<file path="config.mk">
export PLATFORM = sky130hd
export DESIGN_NAME = usbe_ep_regs
export DESIGN_NICKNAME = d
export VERILOG_FILES = /design/src/hdl/usbe_pkg.sv /design/src/hdl/usbe_ctl_resp.sv /design/src/hdl/usbe_ep_regs.sv
export SDC_FILE = /design/constraint.sdc
export NUM_CORES = 1
export LEC_CHECK = 0
export BUFFER_PORTS_ARGS = -buffer_cell sky130_fd_sc_hd__buf_2
export CORE_AREA = 2 2 136 138
export CTS_BUF_LIST = sky130_fd_sc_hd__clkbuf_4
export CTS_CLUSTER_DIAMETER = 30
export DETAILED_ROUTE_END_ITERATION = 10
export DIE_AREA = 0 0 138 140
export PLACE_DENSITY = 0.57
export SKIP_LAST_GASP = 1
export SLEW_MARGIN = 20
export SYNTH_ARGS = -nofsm -noshare
export SYNTH_HDL_FRONTEND = slang
export SYNTH_SLANG_ARGS = --single-unit
</file>
<file path="constraint.sdc">
create_clock -name pclk -period 3.3 [get_ports pclk]
set_input_delay 0 -clock pclk [delete_from_list [all_inputs] [get_ports pclk]]
set_output_delay 0 -clock pclk [all_outputs]
set_load 0.02 [all_outputs]
</file>
<file path="src/hdl/usbe_pkg.sv">
/*
 * Shared constants and types of the endpoint mode and count logic.
 * Assumes an APB slave with 32-bit data and word-aligned registers.
 */
package usbe_pkg;

    localparam int NUM_EP = 5;

    // Register indices; the byte address is four times the index.
    localparam logic [7:0] IDX_EP0_CNT  = 8'h11;
    localparam logic [7:0] IDX_EP0_MODE = 8'h12;
    localparam logic [7:0] IDX_EP1_CNT  = 8'h13;
    localparam logic [7:0] IDX_EP1_MODE = 8'h14;
    localparam logic [7:0] IDX_EP2_CNT  = 8'h15;
    localparam logic [7:0] IDX_EP2_MODE = 8'h16;
    localparam logic [7:0] IDX_EP3_CNT  = 8'h41;
    localparam logic [7:0] IDX_EP3_MODE = 8'h42;
    localparam logic [7:0] IDX_EP4_CNT  = 8'h43;
    localparam logic [7:0] IDX_EP4_MODE = 8'h44;

    localparam logic [NUM_EP-1:0][7:0] CNT_IDX = {
        IDX_EP4_CNT, IDX_EP3_CNT, IDX_EP2_CNT, IDX_EP1_CNT, IDX_EP0_CNT};
    localparam logic [NUM_EP-1:0][7:0] MODE_IDX = {
        IDX_EP4_MODE, IDX_EP3_MODE, IDX_EP2_MODE, IDX_EP1_MODE,
        IDX_EP0_MODE};

    localparam logic [7:0] CNT_RESET  = 8'h00;
    localparam logic [7:0] MODE_RESET = 8'h00;

    // Field positions shared by mode and counter registers.
    localparam int BIT_SETUP  = 7;
    localparam int BIT_STALL  = 7;
    localparam int BIT_IN     = 6;
    localparam int BIT_OUT    = 5;
    localparam int BIT_ACK    = 4;
    localparam int BIT_TOGGLE = 7;
    localparam int BIT_DVAL   = 6;

    localparam logic [5:0] SHORT_MAX_CNT = 6'h0A;
    localparam logic [5:0] STATUS_CNT    = 6'h02;

    // Mode encodings.
    localparam logic [3:0] MODE_DISABLED  = 4'h0;
    localparam logic [3:0] MODE_NAK_IO    = 4'h1;
    localparam logic [3:0] MODE_STALL_IO  = 4'h3;
    localparam logic [3:0] MODE_IGNORE_IO = 4'h4;
    localparam logic [3:0] MODE_STAT_IN   = 4'h6;
    localparam logic [3:0] MODE_PREM_STAT = 4'hA;
    localparam logic [3:0] MODE_NORM_OUT  = 4'hB;
    localparam logic [3:0] MODE_STAT_OUTB = 4'hE;
    localparam logic [3:0] MODE_STAT_OUT  = 4'hF;
    localparam logic [3:0] MODE_ACK_OUT   = 4'h9;
    localparam logic [3:0] MODE_ACK_IN    = 4'hD;

    typedef enum logic [1:0] {
        TOK_SETUP = 2'h0,
        TOK_OUT   = 2'h1,
        TOK_IN    = 2'h2
    } usbe_tok_e;

    typedef enum logic [2:0] {
        RESP_IGNORE = 3'h0,
        RESP_ACK    = 3'h1,
        RESP_NAK    = 3'h2,
        RESP_STALL  = 3'h3,
        RESP_ZLP    = 3'h4,
        RESP_DATA   = 3'h5
    } usbe_resp_e;

endpackage
</file>
<file path="src/hdl/usbe_ctl_resp.sv">
/*
 * Decision table of the control endpoint: given its mode and the packet
 * just received, what the engine answers and which fields it changes.
 * Purely combinational; the caller applies the result at the update point.
 */
module usbe_ctl_resp
    import usbe_pkg::*;
(
    input  wire logic [3:0]  mode,       // Current control endpoint mode.
    input  wire usbe_tok_e   tok,        // Token type.
    input  wire logic [5:0]  rx_count,   // Received bytes plus CRC.
    input  wire logic        rx_crc_ok,  // Data CRC correct.
    input  wire logic        rx_toggle,  // Received data toggle.
    output usbe_resp_e       resp,       // Answer to the host.
    output logic             cnt_upd,    // Load toggle, valid and count.
    output logic             set_setup,  // Set the setup flag.
    output logic             set_in,     // Set the IN flag.
    output logic             set_out,    // Set the OUT flag.
    output logic             set_ack,    // Set the handshake flag.
    output logic             mode_en,    // Load a new mode.
    output logic [3:0]       mode_val,   // New mode.
    output logic             irq         // Raise the endpoint interrupt.
);
    logic short_ok;

    always_comb begin
        short_ok  = rx_crc_ok && (rx_count <= SHORT_MAX_CNT);
        resp      = RESP_IGNORE;
        cnt_upd   = 1'b0;
        set_setup = 1'b0;
        set_in    = 1'b0;
        set_out   = 1'b0;
        set_ack   = 1'b0;
        mode_en   = 1'b0;
        mode_val  = mode;
        irq       = 1'b0;
        if (tok == TOK_SETUP) begin
            if (mode != MODE_DISABLED) begin
                cnt_upd   = 1'b1;
                set_setup = 1'b1;
                irq       = 1'b1;
                if (short_ok) begin
                    set_ack  = 1'b1;
                    mode_en  = 1'b1;
                    mode_val = MODE_NAK_IO;
                    resp     = RESP_ACK;
                end
            end
        end else if (tok == TOK_IN) begin
            case (mode)
                MODE_NAK_IO, MODE_STALL_IO: begin
                    set_in = 1'b1;
                    irq    = 1'b1;
                    resp   = (mode == MODE_NAK_IO) ? RESP_NAK : RESP_STALL;
                end
                MODE_NORM_OUT, MODE_PREM_STAT, MODE_STAT_IN: begin
                    set_in  = 1'b1;
                    set_ack = 1'b1;
                    irq     = 1'b1;
                    resp    = RESP_ZLP;
                end
                MODE_STAT_OUT, MODE_STAT_OUTB: begin
                    set_in   = 1'b1;
                    set_ack  = 1'b1;
                    irq      = 1'b1;
                    resp     = RESP_ACK;
                    mode_en  = (mode == MODE_STAT_OUT);
                    mode_val = MODE_STAT_OUTB;
                end
                default: resp = RESP_IGNORE;
            endcase
        end else if (tok == TOK_OUT) begin
            case (mode)
                MODE_NAK_IO, MODE_STALL_IO: begin
                    set_out = 1'b1;
                    irq     = 1'b1;
                    resp    = (mode == MODE_NAK_IO) ? RESP_NAK : RESP_STALL;
                end
                MODE_NORM_OUT: begin
                    cnt_upd = 1'b1;
                    set_out = 1'b1;
                    irq     = 1'b1;
                    if (short_ok) begin
                        set_ack  = 1'b1;
                        mode_en  = 1'b1;
                        mode_val = MODE_PREM_STAT;
                        resp     = RESP_ACK;
                    end
                end
                MODE_PREM_STAT: begin
                    if (short_ok) begin
                        set_out = 1'b1;
                        irq     = 1'b1;
                        resp    = RESP_NAK;
                    end
                end
                MODE_STAT_IN: begin
                    if (short_ok) begin
                        set_out  = 1'b1;
                        irq      = 1'b1;
                        mode_en  = 1'b1;
                        mode_val = MODE_STALL_IO;
                        resp     = RESP_STALL;
                    end
                end
                MODE_STAT_OUT, MODE_STAT_OUTB: begin
                    if (short_ok) begin
                        cnt_upd = 1'b1;
                        set_out = 1'b1;
                        irq     = 1'b1;
                        if (rx_count == STATUS_CNT && rx_toggle) begin
                            set_ack = 1'b1;
                            resp    = RESP_ACK;
                        end else begin
                            mode_en  = 1'b1;
                            mode_val = MODE_STALL_IO;
                            resp     = RESP_STALL;
                        end
                    end
                end
                default: resp = RESP_IGNORE;
            endcase
        end
    end

endmodule

</file>
<file path="src/hdl/usbe_ep_regs.sv">
/*
 * Endpoint mode and counter registers between the USB serial engine and
 * the processor, with the control endpoint's update locking.
 * Assumes an APB master on pclk and an engine on the same clock that
 * pulses its events for one cycle each.
 */
// Local design decision: the APB interface to the registers.
module usbe_ep_regs
    import usbe_pkg::*;
#(
    parameter int N_EP = NUM_EP     // Number of endpoints.
)
(
    input  wire logic              pclk,           // System clock.
    input  wire logic              presetn,        // Async reset, low.
    input  wire logic              psel,           // APB select.
    input  wire logic              penable,        // APB access phase.
    input  wire logic              pwrite,         // APB write.
    input  wire logic [11:0]       paddr,          // APB byte address.
    input  wire logic [31:0]       pwdata,         // APB write data.
    input  wire logic [3:0]        pstrb,          // APB byte strobes.
    output logic                   pready,         // APB ready.
    output logic [31:0]            prdata,         // APB read data.
    output logic                   pslverr,        // APB error.
    input  wire logic              eng_setup_start, // SETUP data begins.
    input  wire logic              eng_hs_start,   // Handshake begins.
    input  wire logic              eng_tok_valid,  // Update point pulse.
    input  wire usbe_tok_e         eng_tok_type,   // Token type.
    input  wire logic [2:0]        eng_tok_ep,     // Endpoint number.
    input  wire logic [5:0]        eng_rx_count,   // Bytes plus CRC.
    input  wire logic              eng_rx_crc_ok,  // CRC correct.
    input  wire logic              eng_rx_toggle,  // Received toggle.
    output logic                   resp_valid,     // Answer strobe.
    output usbe_resp_e             resp,           // Answer to host.
    output logic [N_EP-1:0]        ep_irq,         // Interrupt pulses.
    output logic                   ep0_fifo_wr_block // Buffer write block.
);

    // Refuse other endpoint counts while the design is elaborated.
    if (N_EP != NUM_EP) begin
        $error("usbe_ep_regs serves exactly five endpoints");
    end

    typedef struct packed {
        logic [NUM_EP-1:0][7:0] cnt;
        logic [NUM_EP-1:0][7:0] mode;
        logic                   setup_force;
        logic                   mode_lock;
        logic                   cnt_lock;
        logic                   rd_ok;
        logic [31:0]            prdata;
        logic                   pslverr;
        logic                   resp_valid;
        usbe_resp_e             resp;
        logic [NUM_EP-1:0]      irq;
    } usbe_state_s;

    usbe_state_s st_r;
    usbe_state_s st_nxt;

    usbe_resp_e  c_resp;
    logic        c_cnt_upd;
    logic        c_set_setup;
    logic        c_set_in;
    logic        c_set_out;
    logic        c_set_ack;
    logic        c_mode_en;
    logic [3:0]  c_mode_val;
    logic        c_irq;

    usbe_ctl_resp u_ctl (
        .mode      (st_r.mode[0][3:0]),
        .tok       (eng_tok_type),
        .rx_count  (eng_rx_count),
        .rx_crc_ok (eng_rx_crc_ok),
        .rx_toggle (eng_rx_toggle),
        .resp      (c_resp),
        .cnt_upd   (c_cnt_upd),
        .set_setup (c_set_setup),
        .set_in    (c_set_in),
        .set_out   (c_set_out),
        .set_ack   (c_set_ack),
        .mode_en   (c_mode_en),
        .mode_val  (c_mode_val),
        .irq       (c_irq)
    );

    logic        addr_ok;
    logic [7:0]  idx;
    logic        setup_ph;
    logic        acc_wr;
    logic        acc_rd;
    logic [7:0]  rdata;
    logic        hit;
    logic [7:0]  rx_cnt_word;
    logic        ep0_tok;
    logic        upd_mode0;
    logic        upd_cnt0;
    logic [3:0]  m;

    always_comb begin
        st_nxt      = st_r;
        idx         = paddr[9:2];
        addr_ok     = (paddr[11:10] == 2'h0) && (paddr[1:0] == 2'h0);
        setup_ph    = psel && !penable;
        acc_wr      = psel && penable && pwrite && !st_r.pslverr;
        acc_rd      = psel && penable && !pwrite && !st_r.pslverr;
        rx_cnt_word = {eng_rx_toggle, eng_rx_crc_ok, eng_rx_count};
        ep0_tok     = eng_tok_valid && (eng_tok_ep == 3'h0);
        upd_mode0   = ep0_tok && (c_set_setup || c_set_in || c_set_out ||
                      c_set_ack || c_mode_en);
        upd_cnt0    = ep0_tok && c_cnt_upd;
        rdata       = 8'h00;
        hit         = 1'b0;
        m           = 4'h0;

        // Read data is captured in the setup phase.
        for (int i = 0; i < NUM_EP; i++) begin
            if (addr_ok && idx == CNT_IDX[i]) begin
                rdata = st_r.cnt[i];
                hit   = 1'b1;
            end
            if (addr_ok && idx == MODE_IDX[i]) begin
                rdata = st_r.mode[i];
                hit   = 1'b1;
            end
        end
        if (setup_ph) begin
            st_nxt.prdata  = {24'h000000, rdata};
            st_nxt.pslverr = !hit;
            // A capture taken at an update edge holds stale values.
            st_nxt.rd_ok   = !(upd_mode0 || upd_cnt0);
        end

        // Processor reads unlock only after the update point.
        if (acc_rd && st_r.rd_ok && idx == IDX_EP0_MODE) begin
            st_nxt.mode_lock = 1'b0;
        end
        if (acc_rd && st_r.rd_ok && idx == IDX_EP0_CNT) begin
            st_nxt.cnt_lock = 1'b0;
        end

        // Processor writes.
        if (acc_wr && pstrb[0]) begin
            if (idx == IDX_EP0_MODE) begin
                if (!st_r.mode_lock) begin
                    st_nxt.mode[0][6:0] = pwdata[6:0];
                end
                if (!st_r.setup_force) begin
                    st_nxt.mode[0][BIT_SETUP] = 1'b0;
                end
            end
            if (idx == IDX_EP0_CNT && !st_r.cnt_lock) begin
                st_nxt.cnt[0] = pwdata[7:0];
            end
            for (int i = 1; i < NUM_EP; i++) begin
                if (idx == MODE_IDX[i]) begin
                    // Reserved bits are not stored and read as zero.
                    st_nxt.mode[i] = {pwdata[7], 2'b00, pwdata[4:0]};
                end
                if (idx == CNT_IDX[i]) begin
                    st_nxt.cnt[i] = pwdata[7:0];
                end
            end
        end

        // Setup flag forcing from SETUP data until the handshake.
        if (eng_setup_start) begin
            st_nxt.setup_force        = 1'b1;
            st_nxt.mode[0][BIT_SETUP] = 1'b1;
        end else if (eng_hs_start || (ep0_tok && c_set_setup)) begin
            st_nxt.setup_force = 1'b0;
        end

        // Engine update point; it wins over a same-cycle processor access.
        st_nxt.resp_valid = eng_tok_valid;
        st_nxt.resp       = RESP_IGNORE;
        st_nxt.irq        = '0;
        if (ep0_tok) begin
            st_nxt.resp = c_resp;
            if (c_cnt_upd) begin
                st_nxt.cnt[0]   = rx_cnt_word;
                st_nxt.cnt_lock = 1'b1;
            end
            if (c_set_setup) begin
                st_nxt.mode[0][BIT_SETUP] = 1'b1;
            end
            if (c_set_in) begin
                st_nxt.mode[0][BIT_IN] = 1'b1;
            end
            if (c_set_out) begin
                st_nxt.mode[0][BIT_OUT] = 1'b1;
            end
            if (c_set_ack) begin
                st_nxt.mode[0][BIT_ACK] = 1'b1;
            end
            if (c_mode_en) begin
                st_nxt.mode[0][3:0] = c_mode_val;
            end
            if (upd_mode0) begin
                st_nxt.mode_lock = 1'b1;
            end
            st_nxt.irq[0] = c_irq;
        end

        // Non-control endpoints.
        for (int i = 1; i < NUM_EP; i++) begin
            if (eng_tok_valid && eng_tok_ep == 3'(i)) begin
                m = st_r.mode[i][3:0];
                if (m == MODE_DISABLED || eng_tok_type == TOK_SETUP) begin
                    st_nxt.resp = RESP_IGNORE;
                end else if (eng_tok_type == TOK_OUT) begin
                    if (m == MODE_ACK_OUT) begin
                        st_nxt.cnt[i] = rx_cnt_word;
                        st_nxt.irq[i] = 1'b1;
                        if (eng_rx_crc_ok) begin
                            st_nxt.mode[i][BIT_ACK] = 1'b1;
                            st_nxt.resp             = RESP_ACK;
                        end
                    end else if (st_r.mode[i][BIT_STALL] &&
                                 m == MODE_ACK_IN) begin
                        st_nxt.resp = RESP_STALL;
                    end else begin
                        st_nxt.resp = RESP_NAK;
                    end
                end else begin
                    if (m == MODE_ACK_IN) begin
                        // The update point of an IN follows the host ACK.
                        st_nxt.mode[i][BIT_ACK] = 1'b1;
                        st_nxt.irq[i]           = 1'b1;
                        st_nxt.resp             = RESP_DATA;
                    end else if (st_r.mode[i][BIT_STALL] &&
                                 m == MODE_ACK_OUT) begin
                        st_nxt.resp = RESP_STALL;
                    end else begin
                        st_nxt.resp = RESP_NAK;
                    end
                end
            end
        end
    end

    always_ff @(posedge pclk or negedge presetn) begin
        if (!presetn) begin
            st_r             <= '0;
            st_r.cnt         <= {NUM_EP{CNT_RESET}};
            st_r.mode        <= {NUM_EP{MODE_RESET}};
            st_r.resp        <= RESP_IGNORE;
        end else begin
            st_r <= st_nxt;
        end
    end

    assign pready            = 1'b1;
    assign prdata            = st_r.prdata;
    assign pslverr           = st_r.pslverr;
    assign resp_valid        = st_r.resp_valid;
    assign resp              = st_r.resp;
    assign ep_irq            = st_r.irq;
    assign ep0_fifo_wr_block = st_r.mode[0][BIT_SETUP];

endmodule

</file>
==> results.sh, run 1 <==
export IMPL_synthCells=678
export IMPL_synth_ff_type="dfrtp_1"
export IMPL_ctsResizeCount=0
export IMPL_fp_dieH_um=140
export IMPL_viasPerCell=5.54
export IMPL_dieArea_um2=19300
export IMPL_setup_tns_ps=0
export IMPL_holdPathStages=5
export IMPL_grtUsageTotal_pct=20.8
export IMPL_layout_cells_non_filler=967
export IMPL_dp_cells=914
export IMPL_grt_first_pass_wirelength_um=30900
export IMPL_hold_end="prdata[2]"
export IMPL_post_route_min_period_ps=2720
export IMPL_num_vias=5362
export IMPL_hold_path_class="in2reg"
export IMPL_globalplace_congestion=0.905
export IMPL_reg2reg_slack_ps=580
export IMPL_required_ps=3700
export IMPL_leakagePower_nw=3.16
export IMPL_slew_headroom_pct=38.7
export IMPL_avgSynthCellArea_um2=9.00
export IMPL_outcome="completed"
export IMPL_ant_nets=0
export IMPL_core_area_um2=17800
export IMPL_area_growth_synth_to_final_pct=12.4
export IMPL_critPathTopFamily="simple AND/OR/NAND/NOR gates"
export IMPL_critPathLaunchType="flop"
export IMPL_htreeDepth=3
export IMPL_worst_path_buf_inv=1
export IMPL_n_fill_cell=1837
export IMPL_critical_path_class="reg2reg"
export IMPL_synth_distinct_cells=72
export IMPL_ir_worst_vdd_uv=215
export IMPL_cts_sinks=94
export IMPL_rr_startpoint="pslverr"
export IMPL_holdBufCountCts=36
export IMPL_grt_max_degree=68
export IMPL_cp_end_kind="flop"
export IMPL_nNetsFinal=801
export IMPL_cts_setup_buffers=0
export IMPL_initial_core_util_pct=34.3
export IMPL_async_reset_ff_share_pct=100
export IMPL_worstPathArrival_ps=3110
export IMPL_synth_edf_count=0
export IMPL_maxCapViolCount=0
export IMPL_finClkSkew_ps=20.7
export IMPL_post_drt_wl_per_cell_um=20.7
export IMPL_insertion_delay_ps=500
export IMPL_num_io_pins=113
export IMPL_grt_ovfl_total=0
export IMPL_grt_pass1_vias=5086
export IMPL_crit_path_start="pslverr"
export IMPL_fmax_ghz=0.368
export IMPL_crit_chain="nor2_1 -> nand4_2 -> or3_1 -> mux2i_1 -> o21ai_1 -> dlygate4sd3_1"
export IMPL_maxSlewViolCount=0
export IMPL_min_period_over_period_pct=82.4
export IMPL_cpPeakStageDelay_ps=620
export IMPL_std_cell_rows=49
export IMPL_drive_gt1_share_pct=15.7
export IMPL_drtIter0Drc=438
export IMPL_crit_slowest_cell="or3_1"
export IMPL_worstMarginPinSlew_ps=919
export IMPL_finalHoldViolations=0
export IMPL_netlist_area_um2=6100
export IMPL_antenna_found_initial=1
export IMPL_clkTransAtPathRegs_ps=160
export IMPL_cts_tree="yes"
export IMPL_final_util_pct=38.6
export IMPL_dr_pass1_iters=4
export IMPL_clock_path_buffers=2
export IMPL_r2r_cells=6
export IMPL_yosysWarningCount=0
export IMPL_finalHoldWorstSlack_ps=27.6
export IMPL_port_buffers=60
export IMPL_post_route_drc_count=0
export IMPL_min_from="paddr[1]"
export IMPL_ys_seq_area_share_pct=38.6
export IMPL_grt_setup_unrepaired="false"
export IMPL_routed_wl_um=20000
export IMPL_cts_buffers=9
export IMPL_root_buffer="clkbuf_4"
export IMPL_timing_rr_end="st_r[91]"
export IMPL_ys_ff_latch=94
export IMPL_p_per_area_nw_per_um2=325
export IMPL_die_w_um=138
export IMPL_cp_max_fo=8
export IMPL_synth_top_area_share_pct=38.6
export IMPL_yosysTopAreaCell="dfrtp_1"
export IMPL_dpl_hpwl_um=14200
export IMPL_yosys_top_cells_area="dfrtp_1 (39%), mux2i_1 (8.7%), buf_4 (5.4%)"
export IMPL_setup_violations=0
==> sequential cells by signal (all words and copies together) (netlist names) <==
| name | count |
|---|---|
| resp_valid | 1 |
| resp | 3 |
| st_r | 75 |
| ep_irq | 5 |
| ep0_fifo_wr_block | 1 |
| pslverr | 1 |
| prdata | 8 |
==> synth_stat cells, drive strengths merged, types with 3 or more instances <==
cell type  number
dfrtp          94
nor2           74
a21oi          60
nand2          55
mux2i          53
buf            51
o21ai          45
clkbuf         30
mux2           18
nand3          17
o22ai          16
nor3           15
nand2b         14
inv            11
nand3b          8
a32o            6
o211ai          6
and3            5
nand4           5
nor2b           5
nor4            5
a2111oi         4
a211oi          4
a221oi          4
a22oi           4
a31oi           4
nor4b           4
or3             4
xnor2           4
a21o            3
a2bb2oi         3
and3b           3
o2111ai         3
o2bb2ai         3
or4             3
or4b            3
==> power by group <==
part | internal (mW) | switching (mW)
clock | 0.302 | 0.420
combinational | 0.0995 | 0.215
sequential | 1.17 | 0.0157
==> worst reg2reg max path, cell delays in order, from the launching register on <==
cell and delay [ps]:
dfrtp_1 430, nor2_1 390, nand4_2 300, or3_1 620, mux2i_1 240, o21ai_1 70, dlygate4sd3_1 560
==> cell type report <==
class	count	area [um2]	area share (%)
Timing Repair Buffer	101	701	10.2
Inverter	11	41.3	0.602
Clock buffer	9	67.6	0.985
Clock inverter	7	88.8	1.30
Antenna cell	1	2.50	0.0365
Multi-Input combinational cell	515	3320	48.4
Tap cell	229	287	4.18
Sequential cell	94	2350	34.3
==> layout by cell type (no fill, tap or decap), types with 5 or more instances in the layout <==
cell type,netlist,routed
nor3_1,14,14
clkbuf_4,0,9
nand3b_1,8,8
and3_1,5,5
buf_4,44,6
buf_2,6,59
o21ai_1,12,12
a32o_1,6,6
nor2_1,68,68
nand3_1,16,16
mux2i_1,53,53
mux2_4,10,10
mux2_2,8,8
o211ai_1,6,6
o22ai_1,16,16
a21oi_1,60,60
nor2b_1,5,5
dfrtp_1,94,94
o21ai_0,33,33
nand2b_1,14,14
nand2_1,52,52
inv_1,11,11
dlygate4sd3_1,0,36
conb_1,2,25
==> cell families after synthesis <==
family / synth area share (%)
compound gates: 19.2
xor+xnor: 0.574
buf+inv: 8.49
flops: 38.6
mux: 12.6
other cells: 0.123
simple gates: 20.4
==> worst max path at each step <==
stage	cells past startpoint	endpoint	slack [ps]
after detailed placement	5	st_r[87]	1130
after CTS	6	st_r[91]	590
after global routing	6	st_r[93]	470
after global placement	7	prdata[0]	1090
after floorplan	7	st_r[87]	1490
final	6	st_r[91]	580
==> stage by stage <==
stage                     power [mW]  cell area (um2)  worst slack [ps]
after floorplan                 1.39             6190              1490
after global placement          1.50             6340              1090
after detailed placement        1.50             6340              1130
after CTS                       2.24             6850               593
after global routing            2.32             6860               470
final                           2.23             6860               582
==> layer usage <==
layer | track usage, % | vias up | part of all wire, %
met3 | 3.86 | 39 | 6.1
met1 | 30.3 | 2577 | 47
li1 | - | 2519 | -
met4 | 7.68 | 0 | 3.2
met2 | 30.7 | 227 | 44
met5 | 0 | - | 0
No activity file was read; power rests on OpenSTA's default activity.
==> inputs of run 2 (changes only) <==
==> constraint.sdc (replaced) <==
create_clock -name pclk -period 2.71 [get_ports pclk]
set_input_delay 0 -clock pclk [delete_from_list [all_inputs] [get_ports pclk]]
set_output_delay 0 -clock pclk [all_outputs]
set_load 0.02 [all_outputs]
==> run 2 against run 1 <==
Compared with the run above: non-clock buffer count rose by 11; register-to-register slack got worse by 380 ps; utilization rose by 0.24 points; design area rose by 0.62%; final cell count rose by 1.0%; hold slack barely moved; clock-buffer cell count rose by 3; global-route usage barely moved; clock skew rose by 7.9 ps; fmax rose by 8.5%; die area did not move.
==> results.sh, run 2 (same netlist as run 1, synthesis figures left out) <==
export IMPL_outcome="completed"
export IMPL_num_vias=5381
export IMPL_setup_ws_ps=204
export IMPL_setup_tns_ps=0
export IMPL_switchingPower_mw=0.768
export IMPL_final_common_cell="dfrtp_1"
export IMPL_leakagePower_nw=3.20
export IMPL_dr_pass1_iters=5
export IMPL_post_route_min_period_ps=2510
export IMPL_layout_common_cells="dfrtp_1 (94), nor2_1 (68), a21oi_1 (60)"
export IMPL_drtIter0Drc=540
export IMPL_layout_cells_non_filler=977
export IMPL_cts_buffers=9
export IMPL_rr_startpoint="pslverr"
export IMPL_regMostFlops="st_r"
export IMPL_cpPeakStageDelay_ps=570
export IMPL_drive_gt1_share_pct=17.4
export IMPL_cp_end_kind="flop"
export IMPL_ir_worst_vdd_uv=210
export IMPL_largest_reg_flops=75
export IMPL_dpl_hpwl_um=14500
export IMPL_worstMarginPinSlew_ps=884
export IMPL_grtUsageTotal_pct=20.8
export IMPL_maxSlewViolCount=0
export IMPL_viasPerCell=5.51
export IMPL_hold_path_class="in2reg"
export IMPL_num_io_pins=113
export IMPL_finalHoldViolations=0
export IMPL_cp_max_fo=8
export IMPL_cts_setup_buffers=0
export IMPL_port_buffers=60
export IMPL_insertion_delay_ps=490
export IMPL_critPathLaunchType="flop"
export IMPL_crit_path_start="pslverr"
export IMPL_maxCapViolCount=0
export IMPL_grt_setup_unrepaired="false"
export IMPL_p_per_area_nw_per_um2=368
export IMPL_routed_wl_um=20000
export IMPL_fmax_ghz=0.399
export IMPL_initial_core_util_pct=34.3
export IMPL_switching_share_pct=30.2
export IMPL_required_ps=3110
export IMPL_clkTransAtPathRegs_ps=160
export IMPL_antenna_found_initial=1
export IMPL_die_w_um=138
export IMPL_cts_tree="yes"
export IMPL_fp_dieH_um=140
export IMPL_p_clk_share_pct=27.7
export IMPL_htreeDepth=3
export IMPL_combPwrFrac_pct=15.4
export IMPL_critPathTopFamily="simple AND/OR/NAND/NOR gates"
export IMPL_critical_path_class="reg2reg"
export IMPL_final_util_pct=38.8
export IMPL_ant_nets=0
export IMPL_root_buffer="clkbuf_4"
export IMPL_dpl_instance_area_um2=6430
export IMPL_dp_slack_ps=480
export IMPL_globalplace_congestion=0.913
export IMPL_grt_pass1_vias=5020
export IMPL_dieArea_um2=19300
export IMPL_crit_slowest_cell="dlygate4sd3_1"
export IMPL_p_int_mw=1.77
export IMPL_clock_path_buffers=2
export IMPL_pwr_share_seq_pct=57.0
export IMPL_crit_chain="nor2_1 -> nand4_2 -> nor2_4 -> mux2i_1 -> o21ai_0 -> dlygate4sd3_1"
export IMPL_min_from="pstrb[0]"
export IMPL_post_route_drc_count=0
export IMPL_grt_ovfl_total=0
export IMPL_min_period_over_period_pct=92.5
export IMPL_setup_violations=0
export IMPL_cts_sinks=94
export IMPL_core_area_um2=17800
export IMPL_nNetsFinal=812
export IMPL_worst_path_buf_inv=1
export IMPL_final_cell_area_um2=6900
export IMPL_std_cell_rows=49
export IMPL_finClkSkew_ps=28.7
export IMPL_slew_headroom_pct=40.9
export IMPL_worstPathArrival_ps=2900
export IMPL_post_drt_wl_per_cell_um=20.5
export IMPL_grt_first_pass_wirelength_um=30800
export IMPL_area_growth_synth_to_final_pct=13.1
export IMPL_dp_cells=927
export IMPL_grt_max_degree=61
## run 2: cell types whose count changed in the layout (fill, tap and decap cells not counted), moves of 2 or more
cell,delta
buf_4,+13
dlygate4sd3_1,-2
clkbuf_4,+3
clkinv_1,-2
bufinv_16,-2
## run 2: path summary, 6_finish.rpt
check                                         end  slack, ps  cells after the start
min in group asynchronous                 resp[2]        140                      2
worst max-delay path                    st_r[125]        200                      6
worst max register to register          st_r[125]        200                      6
max in group asynchronous                st_r[92]       1780                      3
worst min-delay path            ep0_fifo_wr_block         30                      4
worst min register to register           st_r[51]        510                      2
## run 2: per-stage QoR
step                      hold WS [ps]  total power [mW]
after floorplan                   -296              1.70
after global placement             152              1.83
after detailed placement           167              1.83
after CTS                         1.14              2.57
after global routing              32.8              2.66
final                             27.7              2.54
## run 2: cell type report
cell class	instances	area, um2
antenna	1	2.50
clock buffer	12	90.1
clock inverter	3	22.5
fill	1848	10900
inverter	11	41.3
multi-input combinational	515	3330
sequential	94	2350
tap	229	287
timing repair buffer	112	778
## run 2: power by group through the flow
stage	sequential (mW)	clock, mW	combinational, mW
after floorplan	1.47	0	0.227
after global placement	1.47	0	0.357
after detailed placement	1.47	0	0.358
after CTS	1.45	0.734	0.391
after global routing	1.45	0.782	0.423
final	1.45	0.703	0.390
## run 2: timing repair
action                                 4_1_cts  5_1_grt
endpoints found under the hold margin      125        0
hold buffers                                34        0
resized for setup                            0        0
## run 2: worst register-to-register path, cell delays in order (launching register included)
cell	delay, ps
dfrtp_1	420
nor2_1	400
nand4_2	310
nor2_4	390
mux2i_1	250
o21ai_0	80
dlygate4sd3_1	570
## run 2: layer usage
metal	vias up	GRT usage, %	wire [um]	share of wire [%]
met3	26	3.01	1130	5.7
met2	205	32.4	9060	45
li1	2537	-	-	-
met4	0	6.07	452	2.3
met5	-	0	0	0
met1	2613	30.1	9380	47
